**src/cpu8_pkg.sv**
```systemverilog
// package for the 8-bit core subset: opcodes, vectors, timing counts
// assumes a single 50 MHz system clock and byte-wide memory bus
package cpu8_pkg;
   // ==========================================
   // opcodes
   localparam logic [7:0] OP_PREFIX  = 8'h9E;
   localparam logic [7:0] OP_LSR_DIR = 8'h34;
   localparam logic [7:0] OP_LSR_A   = 8'h44;
   localparam logic [7:0] OP_LSR_X   = 8'h54;
   localparam logic [7:0] OP_LSR_IX1 = 8'h64;
   localparam logic [7:0] OP_LSR_IX  = 8'h74;
   localparam logic [7:0] OP_MOV_DD  = 8'h4E;
   localparam logic [7:0] OP_MOV_DIX = 8'h5E;
   localparam logic [7:0] OP_MOV_IMD = 8'h6E;
   localparam logic [7:0] OP_MOV_IXD = 8'h7E;
   localparam logic [7:0] OP_MUL     = 8'h42;
   localparam logic [7:0] OP_NEG_DIR = 8'h30;
   localparam logic [7:0] OP_NEG_A   = 8'h40;
   localparam logic [7:0] OP_NEG_X   = 8'h50;
   localparam logic [7:0] OP_NEG_IX1 = 8'h60;
   localparam logic [7:0] OP_NEG_IX  = 8'h70;
   localparam logic [7:0] OP_NSA     = 8'h62;
   localparam logic [7:0] OP_ORA_IMM = 8'hAA;
   localparam logic [7:0] OP_ORA_DIR = 8'hBA;
   localparam logic [7:0] OP_ORA_EXT = 8'hCA;
   localparam logic [7:0] OP_ORA_IX2 = 8'hDA;
   localparam logic [7:0] OP_ORA_IX1 = 8'hEA;
   localparam logic [7:0] OP_ORA_IX  = 8'hFA;
   localparam logic [7:0] OP_PUSH_ACCUMULATOR_OP    = 8'h87;
   localparam logic [7:0] OP_PUSH_INDEX_HIGH_OP    = 8'h8B;
   localparam logic [7:0] OP_PUSH_INDEX_LOW_OP    = 8'h89;
   localparam logic [7:0] OP_PULL_ACCUMULATOR_OP    = 8'h86;
   localparam logic [7:0] OP_PULL_INDEX_HIGH_OP    = 8'h8A;
   localparam logic [7:0] OP_PULL_INDEX_LOW_OP    = 8'h88;
   localparam logic [7:0] OP_ROL_DIR = 8'h39;
   localparam logic [7:0] OP_ROL_A   = 8'h49;
   localparam logic [7:0] OP_ROL_X   = 8'h59;
   localparam logic [7:0] OP_ROL_IX1 = 8'h69;
   localparam logic [7:0] OP_ROL_IX  = 8'h79;
   localparam logic [7:0] OP_SWI     = 8'h83;
   localparam logic [7:0] OP_RTI     = 8'h80;
   localparam logic [7:0] OP_STOP    = 8'h8E;
   // ==========================================
   // vectors and reset values
   localparam logic [15:0] VEC_BREAK     = 16'hFFFC;
   localparam logic [15:0] VEC_BREAK_MON = 16'hFEFC;
   localparam logic [15:0] SP_RESET      = 16'h00FF;
   localparam logic [7:0]  ZERO_BYTE     = 8'h00;
   // ==========================================
   // cycle counts
   localparam int CYC_MOV_DD = 5;
   localparam int CYC_MOV    = 4;
   localparam int CYC_MUL    = 5;
   localparam int CYC_NSA    = 3;
   localparam int CYC_STACK  = 2;
   localparam int CYC_INH    = 1;
   // oscillator stabilization delay
   localparam int CLK_MHZ       = 50;
   localparam int OSC_STAB_US   = 100;
   localparam int OSC_STAB_CYC  = OSC_STAB_US * CLK_MHZ;
   // ==========================================
   // flag positions in the 6-bit flag word {v,h,i,n,z,c} -> index
   localparam int FL_C = 0;
   localparam int FL_Z = 1;
   localparam int FL_N = 2;
   localparam int FL_I = 3;
   localparam int FL_H = 4;
   localparam int FL_V = 5;
   localparam int FLAG_W = 6;
endpackage : cpu8_pkg

```
**src/cpu8_alu.sv**
```systemverilog
// combinational byte ALU for the shift, rotate, negate, or and multiply ops
// assumes the caller registers its results
`timescale 1ns/1ns
module cpu8_alu (
   input  wire logic [2:0]  func_in,
   input  wire logic [7:0]  a_in,
   input  wire logic [7:0]  b_in,
   input  wire logic        carry_in,
   output logic      [15:0] result_out,
   output logic             c_out,
   output logic             v_out
);
   // func: 0 lsr, 1 rol, 2 neg, 3 or, 4 mul, 5 pass, 6 nsa
   wire [15:0] prod  = {8'h00, a_in} * {8'h00, b_in};
   wire [7:0]  neg_r = cpu8_pkg::ZERO_BYTE - a_in;
   wire [7:0]  lsr_r = {1'b0, a_in[7:1]};
   wire [7:0]  rol_r = {a_in[6:0], carry_in};
   always_comb begin
      result_out = {8'h00, a_in};
      c_out      = carry_in;
      v_out      = 1'b0;
      case (func_in)
         3'd0: begin
            result_out = {8'h00, lsr_r};
            c_out      = a_in[0];
            v_out      = a_in[0];          // n(=0) xor c
         end
         3'd1: begin
            result_out = {8'h00, rol_r};
            c_out      = a_in[7];
            v_out      = rol_r[7] ^ a_in[7];
         end
         3'd2: begin
            result_out = {8'h00, neg_r};
            c_out      = (neg_r != 8'h00);
            v_out      = (neg_r == 8'h80);
         end
         3'd3: result_out = {8'h00, a_in | b_in};
         3'd4: begin
            result_out = prod;
            c_out      = 1'b0;
         end
         3'd6: result_out = {8'h00, a_in[3:0], a_in[7:4]};
         default: result_out = {8'h00, a_in};
      endcase
   end
endmodule : cpu8_alu

```
**src/cpu8_stab.sv**
```systemverilog
// oscillator stabilization counter for stop-mode exit
// assumes start_in is a one-cycle pulse
`timescale 1ns/1ns
module cpu8_stab #(
   parameter int COUNT = cpu8_pkg::OSC_STAB_CYC
) (
   input  wire logic clk_sys_in,
   input  wire logic reset_in,
   input  wire logic ce_in,
   input  wire logic start_in,
   output logic      done_out
);
   if (COUNT < 1) begin : g_count_check
      $error("stabilization count must be at least one");
   end
   logic [31:0] cnt;
   logic        busy;
   always_ff @(posedge clk_sys_in or posedge reset_in) begin
      if (reset_in) begin
         cnt      <= 32'h0000_0000;
         busy     <= 1'b0;
         done_out <= 1'b0;
      end else if (ce_in) begin
         done_out <= 1'b0;
         if (start_in) begin
            cnt  <= 32'h0000_0000;
            busy <= 1'b1;
         end else if (busy) begin
            cnt <= cnt + 32'h0000_0001;
            if (cnt == 32'(COUNT - 1)) begin
               busy     <= 1'b0;
               done_out <= 1'b1;
            end
         end
      end
   end
endmodule : cpu8_stab

```
**src/cpu8_core.sv**
```systemverilog
// decoder and executer for a subset of the 8-bit core, plus stop and break
// assumes fetched operand and stack read data arrive ready on operand_in
// Summary of operation
// RL1: an 8-bit accumulator holds operands and takes arithmetic and logic results
// RL2: stop clears the interrupt mask and halts the cpu clock
// RL3: interrupt exit keeps mask clear; reset exit sets the mask
// RL4: clock restarts only after oscillator stabilization delay
// RL5: break loads software interrupt opcode and break vector, alternate in monitor
// RL6: break starts after current instruction, at once if match on last cycle
// RL7: return from interrupt ends break once the break request is gone
// RL8: shift right inserts zero, bit 0 to carry, clears n
// RL9: move copies byte, clears v; post-increment forms bump h:x
// RL10: multiply puts x times a into x:a, clears h and c
// RL11: negate forms zero minus operand, updates v n z c
// RL12: nibble swap exchanges halves of a, flags unchanged
// RL13: or writes a or operand into a, clears v
// RL14: push stores register at stack pointer then decrements it
// RL15: pull increments stack pointer then loads the register
// RL16: rotate left moves carry into bit 0 and bit 7 to carry
// RL17: other opcodes pass to the rest of the core untouched
`timescale 1ns/1ns
module cpu8_core #(
   parameter int STAB_CYCLES = cpu8_pkg::OSC_STAB_CYC
) (
   input  wire logic        clk_sys_in,
   input  wire logic        reset_in,
   input  wire logic        ce_in,
   input  wire logic        op_valid_in,
   input  wire logic [7:0]  opcode_in,
   input  wire logic        prefix_in,
   input  wire logic [7:0]  operand_in,
   input  wire logic [15:0] ea_in,
   input  wire logic [15:0] ea2_in,
   input  wire logic        last_cycle_in,
   input  wire logic        break_req_in,
   input  wire logic        monitor_in,
   input  wire logic        ext_irq_in,
   output logic             busy_out,
   output logic [7:0]       acc_out,
   output logic [7:0]       x_out,
   output logic [7:0]       h_out,
   output logic [15:0]      stack_pointer_out,
   output logic [5:0]       flags_out,
   output logic [15:0]      pc_out,
   output logic             pc_load_out,
   output logic [7:0]       ir_out,
   output logic             mem_we_out,
   output logic [15:0]      mem_addr_out,
   output logic [7:0]       mem_wdata_out,
   output logic             cpu_clk_en_out,
   output logic             in_break_out,
   output logic             pass_op_out,
   output logic [7:0]       pass_opcode_out
);
   typedef enum logic [2:0] {S_IDLE, S_EXEC, S_STOP, S_STAB} cpu8_st_e;
   cpu8_st_e   st;
   logic [7:0] acc, xr, hr;
   logic [15:0] sp;
   logic [5:0] fl;
   logic [3:0] cyc;
   logic [3:0] cyc_total;
   logic [7:0] op;
   logic       pre;
   logic       brk_pend;
   logic       stab_go;
   wire        stab_done;

   // ==========================================
   // decode
   function automatic logic [2:0] alu_sel(input logic [7:0] o);
      case (o[7:4] == 4'h9 ? 4'h0 : o[3:0])
         4'h4: alu_sel = 3'd0;
         4'h9: alu_sel = 3'd1;
         4'h0: alu_sel = 3'd2;
         4'hA: alu_sel = 3'd3;
         4'h2: alu_sel = (o == cpu8_pkg::OP_MUL) ? 3'd4 : 3'd6;
         default: alu_sel = 3'd5;
      endcase
   endfunction
   function automatic logic in_grp(input logic [7:0] o, input logic [3:0] lo);
      in_grp = (o[3:0] == lo) && (o[7:4] >= 4'h3) && (o[7:4] <= 4'h7);
   endfunction

   wire is_lsr  = in_grp(opcode_in, 4'h4) && (!prefix_in || opcode_in == cpu8_pkg::OP_LSR_IX1);
   wire is_rol  = in_grp(opcode_in, 4'h9) && (!prefix_in || opcode_in == cpu8_pkg::OP_ROL_IX1);
   wire is_neg  = in_grp(opcode_in, 4'h0) && (!prefix_in || opcode_in == cpu8_pkg::OP_NEG_IX1);
   wire is_mov  = (opcode_in[3:0] == 4'hE) && (opcode_in[7:4] >= 4'h4)
                  && (opcode_in[7:4] <= 4'h7) && !prefix_in;
   wire is_mul  = (opcode_in == cpu8_pkg::OP_MUL) && !prefix_in;
   wire is_nsa  = (opcode_in == cpu8_pkg::OP_NSA) && !prefix_in;
   wire is_ora  = (opcode_in[3:0] == 4'hA) && (opcode_in[7:4] >= 4'hA)
                  && (!prefix_in || opcode_in == cpu8_pkg::OP_ORA_IX1
                      || opcode_in == cpu8_pkg::OP_ORA_IX2);
   wire is_push = !prefix_in && (opcode_in == cpu8_pkg::OP_PUSH_ACCUMULATOR_OP
                  || opcode_in == cpu8_pkg::OP_PUSH_INDEX_HIGH_OP || opcode_in == cpu8_pkg::OP_PUSH_INDEX_LOW_OP);
   wire is_pull = !prefix_in && (opcode_in == cpu8_pkg::OP_PULL_ACCUMULATOR_OP
                  || opcode_in == cpu8_pkg::OP_PULL_INDEX_HIGH_OP || opcode_in == cpu8_pkg::OP_PULL_INDEX_LOW_OP);
   wire is_stop = !prefix_in && opcode_in == cpu8_pkg::OP_STOP;
   wire is_rti  = !prefix_in && opcode_in == cpu8_pkg::OP_RTI;
   wire is_ours = is_lsr | is_rol | is_neg | is_mov | is_mul | is_nsa | is_ora
                  | is_push | is_pull | is_stop | is_rti;
   // inherent forms work on a (4x) or x (5x)
   wire on_a    = !prefix_in && opcode_in[7:4] == 4'h4;
   wire on_x    = !prefix_in && opcode_in[7:4] == 4'h5;
   // a starting break refuses the offered opcode, so no half-executed op is left behind
   wire take    = ce_in && st == S_IDLE && op_valid_in && !brk_start;

   // ==========================================
   // alu
   wire [7:0]  alu_a = is_mul ? xr : (on_a || is_ora || is_nsa) ? acc : on_x ? xr : operand_in;
   wire [7:0]  alu_b = is_mul ? acc : operand_in;
   wire [15:0] alu_res;
   wire        alu_c, alu_v;
   cpu8_alu u_alu (
      .func_in    (alu_sel(opcode_in)),
      .a_in       (alu_a),
      .b_in       (alu_b),
      .carry_in   (fl[cpu8_pkg::FL_C]),
      .result_out (alu_res),
      .c_out      (alu_c),
      .v_out      (alu_v)
   );
   wire [7:0] res8  = is_mov ? operand_in : alu_res[7:0];
   wire       res_z = (res8 == 8'h00);
   wire [15:0] hx_inc = {hr, xr} + 16'h0001;

   // next flags
   logic [5:0] next_fl;
   always_comb begin
      next_fl = fl;
      if (is_lsr || is_rol || is_neg) begin
         next_fl[cpu8_pkg::FL_C] = alu_c;                          // RL8 RL11 RL16
         next_fl[cpu8_pkg::FL_V] = is_lsr ? alu_c : alu_v;
         next_fl[cpu8_pkg::FL_N] = is_lsr ? 1'b0 : res8[7];
         next_fl[cpu8_pkg::FL_Z] = res_z;
      end else if (is_mov || is_ora) begin
         next_fl[cpu8_pkg::FL_V] = 1'b0;                           // RL9 RL13
         next_fl[cpu8_pkg::FL_N] = res8[7];
         next_fl[cpu8_pkg::FL_Z] = res_z;
      end else if (is_mul) begin
         next_fl[cpu8_pkg::FL_H] = 1'b0;                           // RL10
         next_fl[cpu8_pkg::FL_C] = 1'b0;
      end else if (is_stop) begin
         next_fl[cpu8_pkg::FL_I] = 1'b0;                           // RL2
      end
   end

   wire [3:0] next_total = is_mov ? ((opcode_in == cpu8_pkg::OP_MOV_DD) ? 4'(cpu8_pkg::CYC_MOV_DD)
                                                                       : 4'(cpu8_pkg::CYC_MOV))
                         : is_mul ? 4'(cpu8_pkg::CYC_MUL)
                         : is_nsa ? 4'(cpu8_pkg::CYC_NSA)
                         : (is_push || is_pull) ? 4'(cpu8_pkg::CYC_STACK)
                         : 4'(cpu8_pkg::CYC_INH);
   wire exec_end = st == S_EXEC && cyc == cyc_total - 4'd1;
   wire brk_start = ce_in && (brk_pend || break_req_in)
                    && (st == S_IDLE || exec_end) && !in_break_out;   // RL6

   // ==========================================
   // architectural state
   always_ff @(posedge clk_sys_in or posedge reset_in) begin
      if (reset_in) begin
         acc <= 8'h00;
         xr  <= 8'h00;
         hr  <= 8'h00;
         sp  <= cpu8_pkg::SP_RESET;
         fl  <= 6'b00_1000;                                          // RL3
      end else if (take) begin
         fl <= next_fl;
         if (is_mul) begin
            {xr, acc} <= alu_res;                                     // RL10
         end else if ((is_lsr || is_rol || is_neg) && on_a) begin
            acc <= res8;                                              // RL1
         end else if ((is_lsr || is_rol || is_neg) && on_x) begin
            xr <= res8;
         end else if (is_ora || is_nsa) begin
            acc <= alu_res[7:0];                                      // RL13 RL12
         end else if (is_mov && (opcode_in == cpu8_pkg::OP_MOV_DIX
                                 || opcode_in == cpu8_pkg::OP_MOV_IXD)) begin
            {hr, xr} <= hx_inc;                                       // RL9
         end else if (is_push) begin
            sp <= sp - 16'h0001;                                      // RL14
         end else if (is_pull) begin
            sp <= sp + 16'h0001;                                      // RL15
            if (opcode_in == cpu8_pkg::OP_PULL_ACCUMULATOR_OP) acc <= operand_in;
            else if (opcode_in == cpu8_pkg::OP_PULL_INDEX_HIGH_OP) hr <= operand_in;
            else xr <= operand_in;
         end
      end
   end

   // ==========================================
   // memory write path
   wire [7:0] push_data = (opcode_in == cpu8_pkg::OP_PUSH_ACCUMULATOR_OP) ? acc
                        : (opcode_in == cpu8_pkg::OP_PUSH_INDEX_HIGH_OP) ? hr : xr;
   wire mem_wr = take && (is_push || is_mov || ((is_lsr || is_rol || is_neg) && !on_a && !on_x));
   wire [15:0] wr_addr = is_push ? sp : is_mov ? ea2_in : ea_in;
   wire [7:0]  wr_data = is_push ? push_data : res8;
   always_ff @(posedge clk_sys_in or posedge reset_in) begin
      if (reset_in) begin
         mem_we_out    <= 1'b0;
         mem_addr_out  <= 16'h0000;
         mem_wdata_out <= 8'h00;
      end else if (ce_in) begin
         mem_we_out <= mem_wr;                                        // RL14
         if (mem_wr) begin
            mem_addr_out  <= wr_addr;
            mem_wdata_out <= wr_data;
         end
      end
   end

   // ==========================================
   // sequencing, stop and break
   always_ff @(posedge clk_sys_in or posedge reset_in) begin
      if (reset_in) begin
         st              <= S_IDLE;
         cyc             <= 4'd0;
         cyc_total       <= 4'd1;
         brk_pend        <= 1'b0;
         in_break_out    <= 1'b0;
         pc_out          <= 16'h0000;
         pc_load_out     <= 1'b0;
         ir_out          <= 8'h00;
         cpu_clk_en_out  <= 1'b1;
         stab_go         <= 1'b0;
         pass_op_out     <= 1'b0;
         pass_opcode_out <= 8'h00;
      end else if (ce_in) begin
         pc_load_out <= 1'b0;
         stab_go     <= 1'b0;
         pass_op_out <= take && !is_ours;                             // RL17
         if (take && !is_ours) pass_opcode_out <= opcode_in;
         if (break_req_in && !in_break_out) brk_pend <= 1'b1;
         if (brk_start) begin
            ir_out       <= cpu8_pkg::OP_SWI;                         // RL5
            pc_out       <= monitor_in ? cpu8_pkg::VEC_BREAK_MON : cpu8_pkg::VEC_BREAK;
            pc_load_out  <= 1'b1;
            in_break_out <= 1'b1;
            brk_pend     <= 1'b0;
         end
         case (st)
            S_IDLE: begin
               if (take && !brk_start) begin
                  if (is_rti && in_break_out && !break_req_in) begin
                     in_break_out <= 1'b0;                            // RL7
                  end
                  if (is_stop) begin
                     st             <= S_STOP;
                     cpu_clk_en_out <= 1'b0;                          // RL2
                  end else if (is_ours && next_total > 4'd1) begin
                     st        <= S_EXEC;
                     cyc       <= 4'd1;
                     cyc_total <= next_total;
                  end
               end
            end
            S_EXEC: begin
               cyc <= cyc + 4'd1;
               if (exec_end) st <= S_IDLE;
            end
            S_STOP: begin
               if (ext_irq_in || break_req_in) begin
                  st      <= S_STAB;
                  stab_go <= 1'b1;
               end
            end
            S_STAB: begin
               if (stab_done) begin
                  st             <= S_IDLE;
                  cpu_clk_en_out <= 1'b1;                             // RL4
               end
            end
            default: st <= S_IDLE;
         endcase
      end
   end

   cpu8_stab #(.COUNT(STAB_CYCLES)) u_stab (
      .clk_sys_in (clk_sys_in),
      .reset_in   (reset_in),
      .ce_in      (ce_in),
      .start_in   (stab_go),
      .done_out   (stab_done)
   );

   always_ff @(posedge clk_sys_in or posedge reset_in) begin
      if (reset_in) begin
         busy_out <= 1'b0;
      end else if (ce_in) begin
         busy_out <= (st != S_IDLE);
      end
   end
   assign acc_out           = acc;
   assign x_out             = xr;
   assign h_out             = hr;
   assign stack_pointer_out = sp;
   assign flags_out         = fl;
endmodule : cpu8_core

```
**config.mk**
```make
export PLATFORM = sky130hd
export DESIGN_NAME = cpu8_core
export DESIGN_NICKNAME = d
export VERILOG_FILES = /design/src/cpu8_pkg.sv /design/src/cpu8_alu.sv /design/src/cpu8_stab.sv /design/src/cpu8_core.sv
export SDC_FILE = /design/constraint.sdc
export NUM_CORES = 1
export LEC_CHECK = 0
export BUFFER_PORTS_ARGS = -buffer_cell sky130_fd_sc_hd__buf_4
export CAP_MARGIN = 40
export CORE_ASPECT_RATIO = 1.4
export CORE_MARGIN = 3
export CORE_UTILIZATION = 53
export DETAILED_ROUTE_END_ITERATION = 8
export PLACE_DENSITY_LB_ADDON = 0.2
export SETUP_SLACK_MARGIN = 0.02
export SLEW_MARGIN = 20
export SYNTH_ARGS = -nofsm -noshare
export SYNTH_HDL_FRONTEND = slang
export SYNTH_SLANG_ARGS = --single-unit
```
**constraint.sdc**
```tcl
create_clock -name clk_sys_in -period 5.4 [get_ports clk_sys_in]
set_input_delay 0.81 -clock clk_sys_in [delete_from_list [all_inputs] [get_ports clk_sys_in]]
set_output_delay 0.81 -clock clk_sys_in [all_outputs]
set_load 0.005 [all_outputs]
```
**Word-level counts from Yosys, hierarchy flattened**

Cells that the tools add are included.

- Bits in writable memories: 0
- Word-level logic and storage cells: 309
- Bits in registers: 147
- Memories: 0
- ROM bits: 0
- Bits in latches: 0

- Bitwise logic cells: 20
- Shifts and indexed selects: 0
- Div/mod/pow operators: 0
- Reduce and logical (&&, ||, !) cells: 105
- Add/sub/neg operators: 7
- $mul: 1
- Eq/ne operators: 59
- Magnitude comparators: 5
- Mux-type cells: 86

Operators by type and width:

| cell | number |
|---|---|
| 8-bit two-way mux | 30 |
| 16-bit one-hot mux with 6 select lines | 1 |
| 8-bit equality test (second input constant) | 11 |
| 8-bit by 7-bit equality test with 1-bit output (second input constant) | 8 |
| 16-bit two-way mux | 4 |
| 32-bit two-way mux | 2 |
| 1-bit logical AND | 41 |
| 16-bit by 1-bit adder with 16-bit output (second input constant) | 2 |
| 32-bit by 1-bit adder with 32-bit output (second input constant) | 1 |
| 32-bit by 13-bit equality test with 1-bit output (second input constant) | 1 |
| 3-bit two-way mux | 9 |
| 1-bit two-way mux | 25 |
| 4-bit equality test (second input constant) | 6 |
| 1-bit logical OR | 22 |
| 5-bit AND reduction | 4 |
| 2-bit nonzero test | 9 |
| 4-bit by 3-bit equality test with 1-bit output (second input constant) | 4 |
| 8-bit by 8-bit multiplier with 16-bit output | 1 |
| 4-bit two-way mux | 4 |
| 16-bit by 1-bit subtractor with 16-bit output (second input constant) | 1 |
| 3-bit one-hot mux with 5 select lines | 1 |
| 2-bit inequality test (second input constant) | 7 |
| 7-bit AND reduction | 2 |
| 3-bit by 2-bit equality test with 1-bit output (second input constant) | 4 |
| other kinds (39) | 83 |

**Depth between registers and ports, before layout**

Gate-level depths: netlist of the first run.

- Word-level depth: 19
- Mapped depth: 27
- Mapped depth without buffers: 24

**Hierarchy**

Synthesis of the first run repeated with hierarchy kept, for this count alone.

- Cells, all modules: 1402
- Area total of the unflattened synthesis: 11405.9 µm²

Modules (own cells, without submodules):

| module | cells an instance | instances | area an instance (µm²) | sequential area each (µm²) |
|---|---|---|---|---|
| cpu8_core | 829 | 1 | 6765.2 | 2416.1 |
| cpu8_alu | 374 | 1 | 2801.4 | 0.0 |
| cpu8_stab | 199 | 1 | 1839.3 | 850.8 |

**Worst setup path before layout of the first run**

Ideal clock, no wire load.

- Path type: input to register
- From: in opcode_in[2]
- To: reg xr[6], in the netlist x_out[6]
- Slack: -1284 ps
- Stages: 23
- Arrival time: 6547 ps
- Path buffers: 3
- Path through: buf_4 -> and4bb_2 -> o211ai_4 -> o21ai_4 -> mux2_2 -> buf_6 -> clkbuf_1 -> or2_2 -> fa_1 -> fa_1 -> inv_1 -> fa_1 -> inv_1 -> fa_1 -> inv_1 -> ha_1 -> a2111o_1 -> a41oi_1 -> o21bai_1 -> a21oi_1 -> xnor2_1 -> a221oi_1 -> a21oi_1

- Word-level cells in the longest chain between the ends: 14
- Elaborated cells on any way between the ends: 90
- Those cells by class: add/sub: 1; mul: 1; eq/ne: 33; mux: 13; bitwise: 1; reduce/logical: 41

RTL lines:

| item | line | text |
|---|---|---|
| start: declaration | cpu8_core.sv:29 | `input wire logic [7:0] opcode_in,` |
| 8-bit equality test | cpu8_core.sv:92 | `&& (!prefix_in \|\| opcode_in == cpu8_pkg::OP_ORA_IX1` |
| 1-bit logical OR | cpu8_core.sv:92 |  |
| 1-bit logical OR | cpu8_core.sv:93 | `\|\| opcode_in == cpu8_pkg::OP_ORA_IX2);` |
| 1-bit logical AND | cpu8_core.sv:92 |  |
| 1-bit logical OR (2 in a row) | cpu8_core.sv:110 | `wire [7:0] alu_a = is_mul ? xr : (on_a \|\| is_ora \|\| is_nsa) ? acc : on_x ? xr : operand_in;` |
| 8-bit two-way mux (2 in a row) | cpu8_core.sv:110 |  |
| 8-bit by 8-bit multiplier with 16-bit output, or another cell as far along | cpu8_alu.sv:14 | `wire [15:0] prod = {8'h00, a_in} * {8'h00, b_in};` |
| 16-bit one-hot mux with 6 select lines | cpu8_alu.sv:22 | `case (func_in)` |
| 8-bit two-way mux | cpu8_core.sv:123 | `wire [7:0] res8 = is_mov ? operand_in : alu_res[7:0];` |
| 8-bit two-way mux | cpu8_core.sv:173 | `end else if ((is_lsr \|\| is_rol \|\| is_neg) && on_x) begin` |
| 8-bit two-way mux | cpu8_core.sv:171 | `end else if ((is_lsr \|\| is_rol \|\| is_neg) && on_a) begin` |
| 8-bit two-way mux | cpu8_core.sv:169 | `if (is_mul) begin` |
| end signal: assignment | cpu8_core.sv:170 | `{xr, acc} <= alu_res;` |
| end signal: assignment | cpu8_core.sv:174 | `xr <= res8;` |
| end signal: assignment | cpu8_core.sv:179 | `{hr, xr} <= hx_inc;` |
| end: declaration | cpu8_core.sv:57 | `logic [7:0] acc, xr, hr;` |

Parallel ways exist; a longest one is shown, timed or not. The select of a mux whose other input is x is not followed.
A chain may end at the register's enable or synchronous reset.

**Worst setup path in the final report of the first run**

- From: in prefix_in
- To: reg fl[1], in the netlist flags_out[1]

- Word-level cells in the longest chain between the ends: 14
- Elaborated cells on any way between the ends: 34
- Those cells by class: add/sub: 1; mul: 1; mux: 8; bitwise: 1; reduce/logical: 23

RTL lines:

| item | line | text |
|---|---|---|
| start: declaration | cpu8_core.sv:30 | `input wire logic prefix_in,` |
| 1-bit zero test (*) | -- |  |
| 1-bit logical OR | cpu8_core.sv:92 |  |
| 1-bit logical OR | cpu8_core.sv:93 |  |
| 1-bit logical AND | cpu8_core.sv:92 |  |
| 1-bit logical OR (2 in a row) | cpu8_core.sv:110 |  |
| 8-bit two-way mux (2 in a row) | cpu8_core.sv:110 |  |
| 8-bit by 8-bit multiplier with 16-bit output, or another cell as far along | cpu8_alu.sv:14 |  |
| 16-bit one-hot mux with 6 select lines | cpu8_alu.sv:22 |  |
| 8-bit two-way mux | cpu8_core.sv:123 |  |
| 8-bit zero test | cpu8_core.sv:124 | `wire res_z = (res8 == 8'h00);` |
| 2-bit two-way mux | cpu8_core.sv:136 | `end else if (is_mov \|\| is_ora) begin` |
| 3-bit two-way mux | cpu8_core.sv:131 | `if (is_lsr \|\| is_rol \|\| is_neg) begin` |
| end signal: assignment | cpu8_core.sv:168 | `fl <= next_fl;` |
| end: declaration | cpu8_core.sv:59 | `logic [5:0] fl;` |

Mark *: on every way between the ends. The rest lies on a longest branch, timed or not. The select of a mux whose other input is x is not followed.

==> reports/summary.txt, run 1 <==
Status = finished, violations left
Failing checks = negative setup slack
Count of yosys warnings during synthesis = 0
Final setup margin = -0.457 ns
Top-level port count = 165
Skew-Pair Late Insertion Delay = 0.43 ns
Clock Pin Slew Worst Setup and Hold Paths = 0.06 ns
Total non-filler cell area in the finished layout = 14,900 sq um
Buffers on Ports = 155
Setup violation total in the final timing report = 15
Mean cell area of the mapped netlist = 8.22 sq um
Share of layout cells above drive strength 1 = 32.2%
Starting density of the core = 54.1%
Final hold violation count = 0
Post-Route Hold Slack = 0.456 ns
Fraction of registers with async set/reset = 100%
Core box area = 20,600 sq um
Setup crit start kind = input port
Worst setup path endpoint = flags_out[1]
Area growth from synthesis to layout = 33.8%
Number of antenna violations at the first check in global routing = 0
Die width = 129 um
Gate count after technology mapping = 1,358
Number of global-route vias before repair = 11,400
Number of antenna-violating nets in the routed design = 0
CTS Hold Bufs = 0
Capturing element type of the critical path = flop
Number of synthesized flops with an enable pin = 0
R2r worst-path depth = 19
Via-to-Cell Ratio = 6.04
Total vias in the final route = 11,500
Power density over the cells = 323 nW/um^2
CTS tree = yes
Post-layout minimum cycle time = 5.86 ns
Number of detailed-routing iterations run before antenna repair = 7
Clock skew after layout = 0.0112 ns
Arrival time at the worst endpoint = 6.20 ns
Clock Sink Count = 130
Pleak = 7.00 nW
Maximum number of pins on one net before global-route repair = 72
Average wire per cell in the routed design = 20.1 um
Path category of the worst min-delay check = input port to async pin
Drt initial violations = 887
Ant. Diodes = 0
Final-report max-slew violation count = 0
CTS root buffer = sky130_fd_sc_hd__clkbuf_16
Wire length of the first global-routing pass = 59.7 mm
Detail Placement HPWL = 28.7 mm
Leftover overflow at the end of global routing = 0
Flop-to-flop setup slack = 0.11 ns
Number of buffers added by the clock tree synthesis step = 17
Die Area = 22,900 sq um
Post-synthesis register bit count = 130
GPL Wtd Cong = 0.998
Count of maximum capacitance violations = 0
Relative max-transition margin = 42.7%
Remaining DRCs = 0
Cell area after synthesis = 11,200 sq um
Reg2reg end = flags_out[1]
Clock Tree Buf Depth = 2
Fmax = 171 MHz
Classification of the worst setup path = input port to flop
Setup repair after global routing missed its margin = true
Number of levels the H-tree was split into = 4
Net count reported at finish = 1,775
Period utilization = 108%
Total track usage = 33.2%
Placed cell areas = 13,500 sq um
Total routed wirelength = 38.0 mm
Commonest register cell after synthesis = sky130_fd_sc_hd__dfrtp_1
Peak supply drop = 0.000252 V
Pwr Total = 4.83 mW
Worst Tran Pin Value = 0.855 ns
Share of synthesized area occupied by flip-flops and latches = 29.3%
Std-Cell Rows = 62
Count of different cell masters after synthesis = 97
Reg2reg start = acc_out[2]
Height of the chip = 178 um
Critical path startpoint = prefix_in
Critical path required time = 5.74 ns
Critical Path Fanout Max = 7
## sequential cells by signal (all words and copies together), names as in the netlist, 2 cells and up
register	cells
st	2
cyc_total	3
pass_opcode_out	8
mem_wdata_out	8
h_out	8
x_out	8
cyc	4
stack_pointer_out	16
acc_out	8
u_stab.cnt	32
pc_out	2
flags_out	5
mem_addr_out	16
## worst min path at each step
stage | start | endpoint | slack, ns | cells past startpoint
after global placement | flags_out[3] | flags_out[3] | 0.45 | 1
after detailed placement | flags_out[3] | flags_out[3] | 0.45 | 1
final | reset_in | mem_addr_out[3] | 0.46 | 2
after CTS | flags_out[3] | flags_out[3] | 0.46 | 1
after floorplan | flags_out[3] | flags_out[3] | 0.45 | 1
after global routing | flags_out[3] | flags_out[3] | 0.48 | 1
## power breakdown
group	internal, mW	switching (mW)	leakage [nW]	total, mW
clock network	0.753	0.464	0.286	1.22
registers	1.15	0.169	1.70	1.31
logic	1.18	1.11	5.01	2.30
## synthesized netlist by cell type, drive strengths merged (14+ instances only)
cell	instances	area, sq um
nand2	159	597
nor2	151	567
a21oi	119	611
dfrtp	119	2980
o21ai	99	510
inv	90	338
ha	55	688
clkbuf	52	195
buf	40	279
fa	37	741
nand3	31	160
xor2	28	245
mux2i	27	287
xnor2	27	236
nand4	23	144
or3	23	144
a31oi	18	113
and3	18	113
a21o	16	120
nor3	15	86.3
or2	15	93.8
o211ai	14	119
## worst max-delay path, stage by stage
cell                       delay (ns)
sky130_fd_sc_hd__buf_8           0.11
sky130_fd_sc_hd__buf_4           0.12
sky130_fd_sc_hd__nor4b_2         0.41
sky130_fd_sc_hd__o21ai_4         0.12
sky130_fd_sc_hd__buf_6           0.15
sky130_fd_sc_hd__o21ai_4         0.11
sky130_fd_sc_hd__mux2_4          0.38
sky130_fd_sc_hd__or2_4           0.24
sky130_fd_sc_hd__fa_2            0.35
sky130_fd_sc_hd__inv_2           0.06
sky130_fd_sc_hd__fa_1            0.41
sky130_fd_sc_hd__ha_1            0.30
sky130_fd_sc_hd__inv_2           0.04
sky130_fd_sc_hd__fa_1            0.51
sky130_fd_sc_hd__inv_2           0.04
sky130_fd_sc_hd__ha_4            0.23
sky130_fd_sc_hd__buf_6           0.13
sky130_fd_sc_hd__xnor2_4         0.17
sky130_fd_sc_hd__o221ai_2        0.14
sky130_fd_sc_hd__nor4_4          0.37
sky130_fd_sc_hd__o311ai_4        0.16
sky130_fd_sc_hd__or4_4           0.57
sky130_fd_sc_hd__o31ai_2         0.25
## layout make-up
| class | count | area, sq um |
|---|---|---|
| Sequential cell | 130 | 3270 |
| Multi-Input combinational cell | 1053 | 7770 |
| Tap cell | 256 | 320 |
| Fill cell | 1678 | 5710 |
| Timing Repair Buffer | 334 | 2620 |
| Inverter | 90 | 345 |
| Clock inverter | 11 | 151 |
| Clock buffer | 21 | 460 |
## stage by stage
stage	worst slack, ns	instances	setup TNS, ns	utilization (%)
finish	-0.457	1895	-3.81	72.4
global route	-0.601	1895	-6.21	72.4
CTS	-0.418	1887	-3.34	70.7
detailed placement	-1.08	1837	-13.97	65.3
global placement	-1.01	1836	-12.67	65.3
floorplan	-0.802	1365	-6.75	-
## cell families after synthesis
logic type	after synthesis	share of synthesized area, %
xor+xnor	55	4.32
mux	38	3.68
buf+inv	182	7.28
compound gates	368	21.4
simple gates	492	21.2
flops	130	29.3
other cells	1	0.0336
fa+ha+maj	92	12.8
## layer usage
layer / vias up / global-route usage, % / routed length (um) / share of wire (%)
met5: - / 0 / 0 / 0
met4: 0 / 15.7 / 1740 / 4.6
met3: 122 / 5.93 / 2220 / 5.8
met2: 441 / 58.4 / 19700 / 52
met1: 5587 / 38.9 / 14400 / 38
li1: 5302 / - / - / -
## cell usage in the layout, fill, tap and decap left out, types with 6 or more instances in the layout
master                      netlist  routed
sky130_fd_sc_hd__buf_4           27     312
sky130_fd_sc_hd__nand2_1        159     156
sky130_fd_sc_hd__nor2_1         151     138
sky130_fd_sc_hd__dfrtp_1        119     119
sky130_fd_sc_hd__a21oi_1        117     107
sky130_fd_sc_hd__o21ai_0         92      77
sky130_fd_sc_hd__inv_1           87      75
sky130_fd_sc_hd__ha_1            55      45
sky130_fd_sc_hd__fa_1            37      34
sky130_fd_sc_hd__nand3_1         30      30
sky130_fd_sc_hd__xor2_1          28      28
sky130_fd_sc_hd__mux2i_1         25      23
sky130_fd_sc_hd__nand4_1         23      23
sky130_fd_sc_hd__or3_1           23      23
sky130_fd_sc_hd__xnor2_1         27      19
sky130_fd_sc_hd__and3_1          18      18
sky130_fd_sc_hd__buf_6            2      18
sky130_fd_sc_hd__clkbuf_16        0      17
sky130_fd_sc_hd__a31oi_1         18      16
sky130_fd_sc_hd__a21o_1          16      16
sky130_fd_sc_hd__o21ai_1          5      14
sky130_fd_sc_hd__inv_2            3      13
sky130_fd_sc_hd__o211ai_1        13      13
sky130_fd_sc_hd__nor3_1          14      12
sky130_fd_sc_hd__a211oi_1        12      12
sky130_fd_sc_hd__dfstp_2         11      11
sky130_fd_sc_hd__nor2b_1          9       9
sky130_fd_sc_hd__nor2_2           0       9
sky130_fd_sc_hd__o31ai_1         11       9
sky130_fd_sc_hd__or2_2           14       8
sky130_fd_sc_hd__mux2_2          11       8
sky130_fd_sc_hd__ha_4             0       8
sky130_fd_sc_hd__conb_1           1       8
sky130_fd_sc_hd__nand2b_1         7       7
sky130_fd_sc_hd__a21oi_4          1       6
sky130_fd_sc_hd__or2_4            0       6
sky130_fd_sc_hd__o21ai_2          1       6
sky130_fd_sc_hd__a21oi_2          1       6
## what timing repair did
action / CTS / global route
resized for setup: 74 / 65
setup endpoints to repair: 16 / 20
pin swaps: 52 / 58
buffers inserted: 23 / 15
No activity file was read; power rests on OpenSTA's default activity.
==> inputs of run 2 (changes only) <==
ABC_AREA = 1   (was unset)
CORE_UTILIZATION = 55   (was 53)
CTS_BUF_LIST = sky130_fd_sc_hd__clkbuf_4   (was unset)
==> reports/summary.txt, run 2 <==
Total track usage = 33.2% (-0.034 points)
Sequential cell area = 3270 sq um (unchanged)
Most frequent standard cell in the layout excluding fill and tap cells = sky130_fd_sc_hd__nand2_1
Synth top area share = 25.3% (-1.4 points)
Capturing element type of the critical path = flop
Core box area = 20,800 sq um (+0.75%)
Critical Path Fanout Max = 6 (-1)
Average wire per cell in the routed design = 17.3 um (-14%)
Post-synthesis register bit count = 130 (unchanged)
Remaining DRCs = 0 (unchanged)
Final-report max-slew violation count = 0 (unchanged)
Critical path startpoint = opcode_in[2]
Library cell appearing most often on the critical path = sky130_fd_sc_hd__nand2_1
Number of global-route vias before repair = 12,200 (+7.0%)
Clock Pin Slew Worst Setup and Hold Paths = 0.15 ns (+0.09 ns)
Multi-input gate area in the final layout = 7360 sq um (-5.3%)
Setup repair after global routing missed its margin = true
Fmax = 187 MHz (+9.3%)
Post-Route Hold Slack = 0.303 ns (-0.153 ns)
Reg2reg start = x_out[2]
Height of the chip = 179 um (+0.80%)
Power density over the cells = 271 nW/um^2 (-16%)
Die width = 130 um (+0.79%)
Gate count after technology mapping = 1,691 (+25%)
Count of filler cells inserted in the layout = 1,811 (+7.9%)
Number of buffers added by the clock tree synthesis step = 17 (unchanged)
Cell area after synthesis = 11,800 sq um (+5.5%)
Number of antenna violations at the first check in global routing = 1 (+1)
Wire length of the first global-routing pass = 60.3 mm (+0.98%)
CTS Hold Bufs = 0 (unchanged)
Final hold violation count = 0 (unchanged)
Path category of the worst min-delay check = input port to async pin
Clock Sink Count = 130 (unchanged)
Clock Tree Buf Depth = 2 (unchanged)
Count of yosys warnings during synthesis = 0 (unchanged)
Clock skew after layout = 0.0322 ns (+0.0210 ns)
Leftover overflow at the end of global routing = 0 (unchanged)
Number of synthesized flops with an enable pin = 0 (unchanged)
Setup violation total in the final timing report = 0 (-15)
Number of levels the H-tree was split into = 4 (unchanged)
Dominant cell type by area after synthesis = sky130_fd_sc_hd__dfrtp_1
Most used standard cells in the synthesized netlist = sky130_fd_sc_hd__nand2_1 (420), sky130_fd_sc_hd__inv_1 (234), sky130_fd_sc_hd__nor2_1 (142)
Classification of the worst setup path = input port to flop
Total routed wirelength = 38.3 mm (+0.72%)
Number of detailed-routing iterations run before antenna repair = 7 (unchanged)
Number of antenna-violating nets in the routed design = 0 (unchanged)
Most frequent cells in the layout = sky130_fd_sc_hd__nand2_1 (408), sky130_fd_sc_hd__buf_4 (280), sky130_fd_sc_hd__inv_1 (221)
Most frequently used cell type in the post-synthesis netlist = sky130_fd_sc_hd__nand2_1
Std-Cell Rows = 62 (unchanged)
Share of layout cells above drive strength 1 = 25.5% (-6.7 points)
Total vias in the final route = 12,300 (+7.3%)
Die Area = 23,200 sq um (+1.6%)
Status = finished clean
GPL Wtd Cong = 1.01 (+1.2%)
Largest stage delay on the critical path = 0.49 ns (-0.08 ns)
Buffers on Ports = 155 (unchanged)
Period utilization = 99.3% (-9.2 points)
Pleak = 7.53 nW (+7.6%)
Post-layout minimum cycle time = 5.36 ns (-0.497 ns)
Peak supply drop = 0.000172 V (-32%)
Minimum setup slack after placement = -0.549 ns (+0.529 ns)
Top-level port count = 165 (unchanged)
Area growth from synthesis to layout = 23.0%
Mean cell area of the mapped netlist = 6.96 sq um (-15%)
Count of maximum capacitance violations = 0 (unchanged)
Max reg flops = 32 (unchanged)
Commonest register cell after synthesis = sky130_fd_sc_hd__dfrtp_1
R2r worst-path depth = 27 (+8)
Relative max-transition margin = 52.4% (+9.7 points)
Via-to-Cell Ratio = 5.56 (-8.1%)
Critical path required time = 5.88 ns (+0.14 ns)
Share of synthesized area occupied by flip-flops and latches = 27.8% (-1.5 points)
Count of different cell masters after synthesis = 60 (-38%)
Final setup margin = 0.0397 ns (+0.497 ns)
Setup crit start kind = input port
Net count reported at finish = 2,090 (+18%)
Drt initial violations = 943 (+6.3%)
Arrival time at the worst endpoint = 5.84 ns (-0.36 ns)
Slowest cell on the critical path = sky130_fd_sc_hd__fa_1
Fraction of registers with async set/reset = 100% (unchanged)
Maximum number of pins on one net before global-route repair = 68 (-5.6%)
Starting density of the core = 56.6% (+2.5 points)
Detail Placement HPWL = 30.2 mm (+5.1%)
CTS root buffer = sky130_fd_sc_hd__clkbuf_4
Most flop-heavy register = u_stab.cnt
Worst Tran Pin Value = 0.712 ns (-0.143 ns)
Leading cell types by total area after synthesis = sky130_fd_sc_hd__dfrtp_1 (25%), sky130_fd_sc_hd__nand2_1 (13%), sky130_fd_sc_hd__inv_1 (7.5%)
CTS tree = yes
Skew-Pair Late Insertion Delay = 0.60 ns (+0.17 ns)
-- run 2: changes by cell type in the layout (fill, tap and decap cells not counted), sizes merged, moves of 27 or more --
| cell | before | now |
|---|---|---|
| o21ai | 99 | 137 |
| buf | 334 | 289 |
| nor3 | 15 | 42 |
| nand3 | 31 | 114 |
| inv | 92 | 262 |
| nand2 | 159 | 435 |
-- run 2: cell type report --
class,count,share of cell area (%)
Timing Repair Buffer,290,15.4
Clock buffer,18,0.934
Antenna cell,1,0.0173
Multi-Input combinational cell,1239,50.9
Clock inverter,14,1.05
Tap cell,256,2.21
Inverter,263,6.97
Sequential cell,130,22.6
-- run 2: cells by family after synthesis --
kind of cell | synth area share (%)
simple gates | 31.8
buf+inv | 12.0
compound gates | 13.6
flops | 27.8
fa+ha+maj | 12.1
xor+xnor | 2.53
other cells | 0.0319
mux | 0.0850
-- run 2: report_power, final --
part | internal (mW) | switching [mW]
Combinational | 0.831 | 1.05
Clock | 0.285 | 0.423
Sequential | 1.16 | 0.173
Total | 2.28 | 1.65
-- run 2: timing repair --
| action | CTS | global route |
|---|---|---|
| setup buffers | 0 | 14 |
| endpoints found under the setup margin | 0 | 14 |
| resized for setup | 0 | 52 |
-- run 2: critical path: cells and delay by family --
| kind | cells | cell delay, ns |
|---|---|---|
| simple gates | 11 | 1.00 |
| compound gates | 7 | 1.04 |
| fa+ha+maj | 5 | 2.13 |
| buf+inv | 9 | 0.85 |
-- run 2: final timing paths --
| check | to | slack, ns |
|---|---|---|
| max | x_out[6] | 0.04 |
| min | st[1] | 0.30 |
| max reg2reg | x_out[6] | 0.32 |
| min reg2reg | flags_out[3] | 0.47 |
| max in group asynchronous | stack_pointer_out[3] | 4.03 |
| min in group clk_sys_in | pc_out[8] | 0.39 |
-- run 2: metrics by stage --
step	setup TNS, ns	instance area (sq um)	total power, mW	util [%]	instances
after global routing	-0.445	14500	4.23	69.6	2211
after detailed placement	-6.12	13900	3.15	66.7	2162
after global placement	-5.14	13800	3.08	66.6	2160
after floorplan	-0.140	11900	2.41	-	1698
after CTS	0	14100	3.86	68.0	2194
final	0	14500	3.93	69.6	2211
-- run 2: per-layer routing --
layer	part of all wire (%)	GRT usage (%)	routed length, um	up-vias
met5	0	0	0	-
met4	5.8	18.1	2210	0
met3	5.9	6.02	2250	148
met2	51	60.6	19700	479
met1	37	35.8	14200	5716
li1	-	-	-	5943
==> inputs of run 3 (changes only) <==
clock period = 5.2 ns   (was 5.4 ns; I/O delays follow)
==> reports/summary.txt, run 3 (same netlist as run 2, synthesis figures left out) <==
Sequential cell area = 3270 sq um (unchanged)
Most flop-heavy register = u_stab.cnt
CTS Hold Bufs = 0 (unchanged)
Number of levels the H-tree was split into = 4 (unchanged)
Setup violation total in the final timing report = 2 (+2)
Net count reported at finish = 2,134 (+2.1%)
Setup repair after global routing missed its margin = true
Die width = 130 um (unchanged)
Total non-filler cell area in the finished layout = 15,200 sq um (+5.0%)
Worst Tran Pin Value = 0.739 ns (+0.0272 ns)
Total vias in the final route = 12,600 (+2.3%)
Capturing element type of the critical path = flop
Peak supply drop = 0.000207 V (+20%)
Multi-input gate area in the final layout = 7690 sq um (+4.5%)
Final-report max-slew violation count = 0 (unchanged)
Pleak = 7.80 nW (+3.6%)
Classification of the worst setup path = input port to flop
Relative max-transition margin = 50.7% (-1.6 points)
Maximum number of pins on one net before global-route repair = 77 (+13%)
Height of the chip = 179 um (unchanged)
Number of detailed-routing iterations run before antenna repair = 7 (unchanged)
Max reg flops = 32 (unchanged)
Placed cell areas = 14,100 sq um (+1.9%)
Core box area = 20,800 sq um (unchanged)
Placed Instances = 2,194 (+1.5%)
CTS tree = yes
Count of maximum capacitance violations = 0 (unchanged)
R2r worst-path depth = 23 (-15%)
Number of global-route vias before repair = 12,000 (-2.1%)
Remaining DRCs = 0 (unchanged)
Drt initial violations = 1,175 (+25%)
Std-Cell Rows = 62 (unchanged)
Setup crit start kind = input port
Share of layout cells above drive strength 1 = 29.9% (+4.4 points)
Largest stage delay on the critical path = 0.54 ns (+0.05 ns)
Number of antenna-violating nets in the routed design = 0 (unchanged)
Most frequent standard cell in the layout excluding fill and tap cells = sky130_fd_sc_hd__nand2_1
Total track usage = 32.9% (-0.33 points)
Power density over the cells = 285 nW/um^2 (+5.1%)
Pwr Total = 4.33 mW (+10%)
Clock skew after layout = 0.0355 ns (+0.00334 ns)
Number of antenna violations at the first check in global routing = 1 (unchanged)
Die Area = 23,200 sq um (unchanged)
Clock Sink Count = 130 (unchanged)
Final hold violation count = 0 (unchanged)
Skew-Pair Late Insertion Delay = 0.59 ns (about the same)
Slowest cell on the critical path = sky130_fd_sc_hd__fa_1
Count of filler cells inserted in the layout = 1,714 (-5.4%)
Area growth from synthesis to layout = 29.1%
CTS root buffer = sky130_fd_sc_hd__clkbuf_4
Leftover overflow at the end of global routing = 0 (unchanged)
Path category of the worst min-delay check = input port to async pin
Total negative slack for setup checks = -0.0605 ns (-0.0605 ns)
Status = finished, violations left
Critical Path Fanout Max = 7 (+1)
Total routed wirelength = 39.1 mm (+2.1%)
Critical path required time = 5.67 ns (-0.21 ns)
Failing checks = negative setup slack
Count of placed standard cells in the final layout, fillers left out = 2,255 (+2.0%)
Clock Pin Slew Worst Setup and Hold Paths = 0.16 ns (about the same)
Detail Placement HPWL = 30.3 mm (+0.53%)
Most frequent cells in the layout = sky130_fd_sc_hd__nand2_1 (388), sky130_fd_sc_hd__buf_4 (309), sky130_fd_sc_hd__inv_1 (211)
Wire length of the first global-routing pass = 60.1 mm (-0.37%)
Number of buffers added by the clock tree synthesis step = 17 (unchanged)
Arrival time at the worst endpoint = 5.71 ns (-0.13 ns)
Clock Tree Buf Depth = 2 (unchanged)
GPL Wtd Cong = 0.986 (-2.4%)
Minimum setup slack after placement = -0.751 ns (-0.202 ns)
Final setup margin = -0.0431 ns (-0.0828 ns)
Buffers on Ports = 155 (unchanged)
Fmax = 191 MHz
Via-to-Cell Ratio = 5.57 (+0.28%)
Starting density of the core = 56.6% (unchanged)
Average wire per cell in the routed design = 17.3 um (+0.11%)
Post-layout minimum cycle time = 5.24 ns
Period utilization = 101%
Top-level port count = 165 (unchanged)
run 3: changes by cell type in the layout (fill, tap and decap cells not counted), sizes merged:
cell / previous run / this run
buf: 289 / 333
clkdlybuf4s15: 1 / 0
clkbuf: 18 / 17
inv: 262 / 264
nand3: 114 / 115
bufinv: 2 / 0
clkinv: 10 / 11
run 3: final timing paths:
check | startpoint | slack [ns] | end
max in group asynchronous | reset_in | 3.71 | u_stab.cnt[18]
max | opcode_in[0] | -0.04 | x_out[4]
max reg2reg | x_out[2] | 0.17 | x_out[4]
min in group clk_sys_in | monitor_in | 0.43 | pc_out[8]
min | reset_in | 0.27 | u_stab.cnt[8]
min reg2reg | flags_out[3] | 0.48 | flags_out[3]
run 3: critical path, delay by kind of cell:
family	cells	cell delay, ns
compound gates	5	0.71
fa+ha+maj	5	2.23
simple gates	12	1.31
buf+inv	7	0.66
run 3: timing repair:
item                       CTS  global route
pin swaps                   11            41
setup endpoints to repair   11            15
gates resized for setup     16           140
gates cloned                 1             1
buffers inserted             3            23
run 3: through the flow:
step | utilization (%) | hold slack [ns]
floorplan | - | 0.452
global placement | 67.9 | 0.461
detailed placement | 67.9 | 0.461
CTS | 69.7 | 0.301
global route | 73.1 | 0.301
finish | 73.1 | 0.266
run 3: area by class of cell:
cell class	instances	share of cell area [%]
multi-input combinational	1240	50.6
sequential	130	21.5
timing repair buffer	333	17.2
inverter	263	6.77
tap	256	2.11
clock inverter	15	0.955
clock buffer	17	0.840
antenna	1	0.0165
run 3: per-layer routing:
layer | GRT usage, % | vias to the layer above | share of wire, %
li1 | - | 6033 | -
met1 | 39.7 | 5910 | 39
met2 | 57.4 | 494 | 50
met3 | 5.45 | 128 | 6.4
met4 | 14.0 | 0 | 4.7
met5 | 0 | - | 0
run 3: where the power goes:
part / switching [mW] / leakage, nW / internal [mW] / total (mW)
Sequential: 0.176 / 1.64 / 1.21 / 1.38
Clock: 0.490 / 0.144 / 0.212 / 0.702
Combinational: 1.24 / 6.02 / 1.01 / 2.25
Total: 1.90 / 7.80 / 2.43 / 4.33
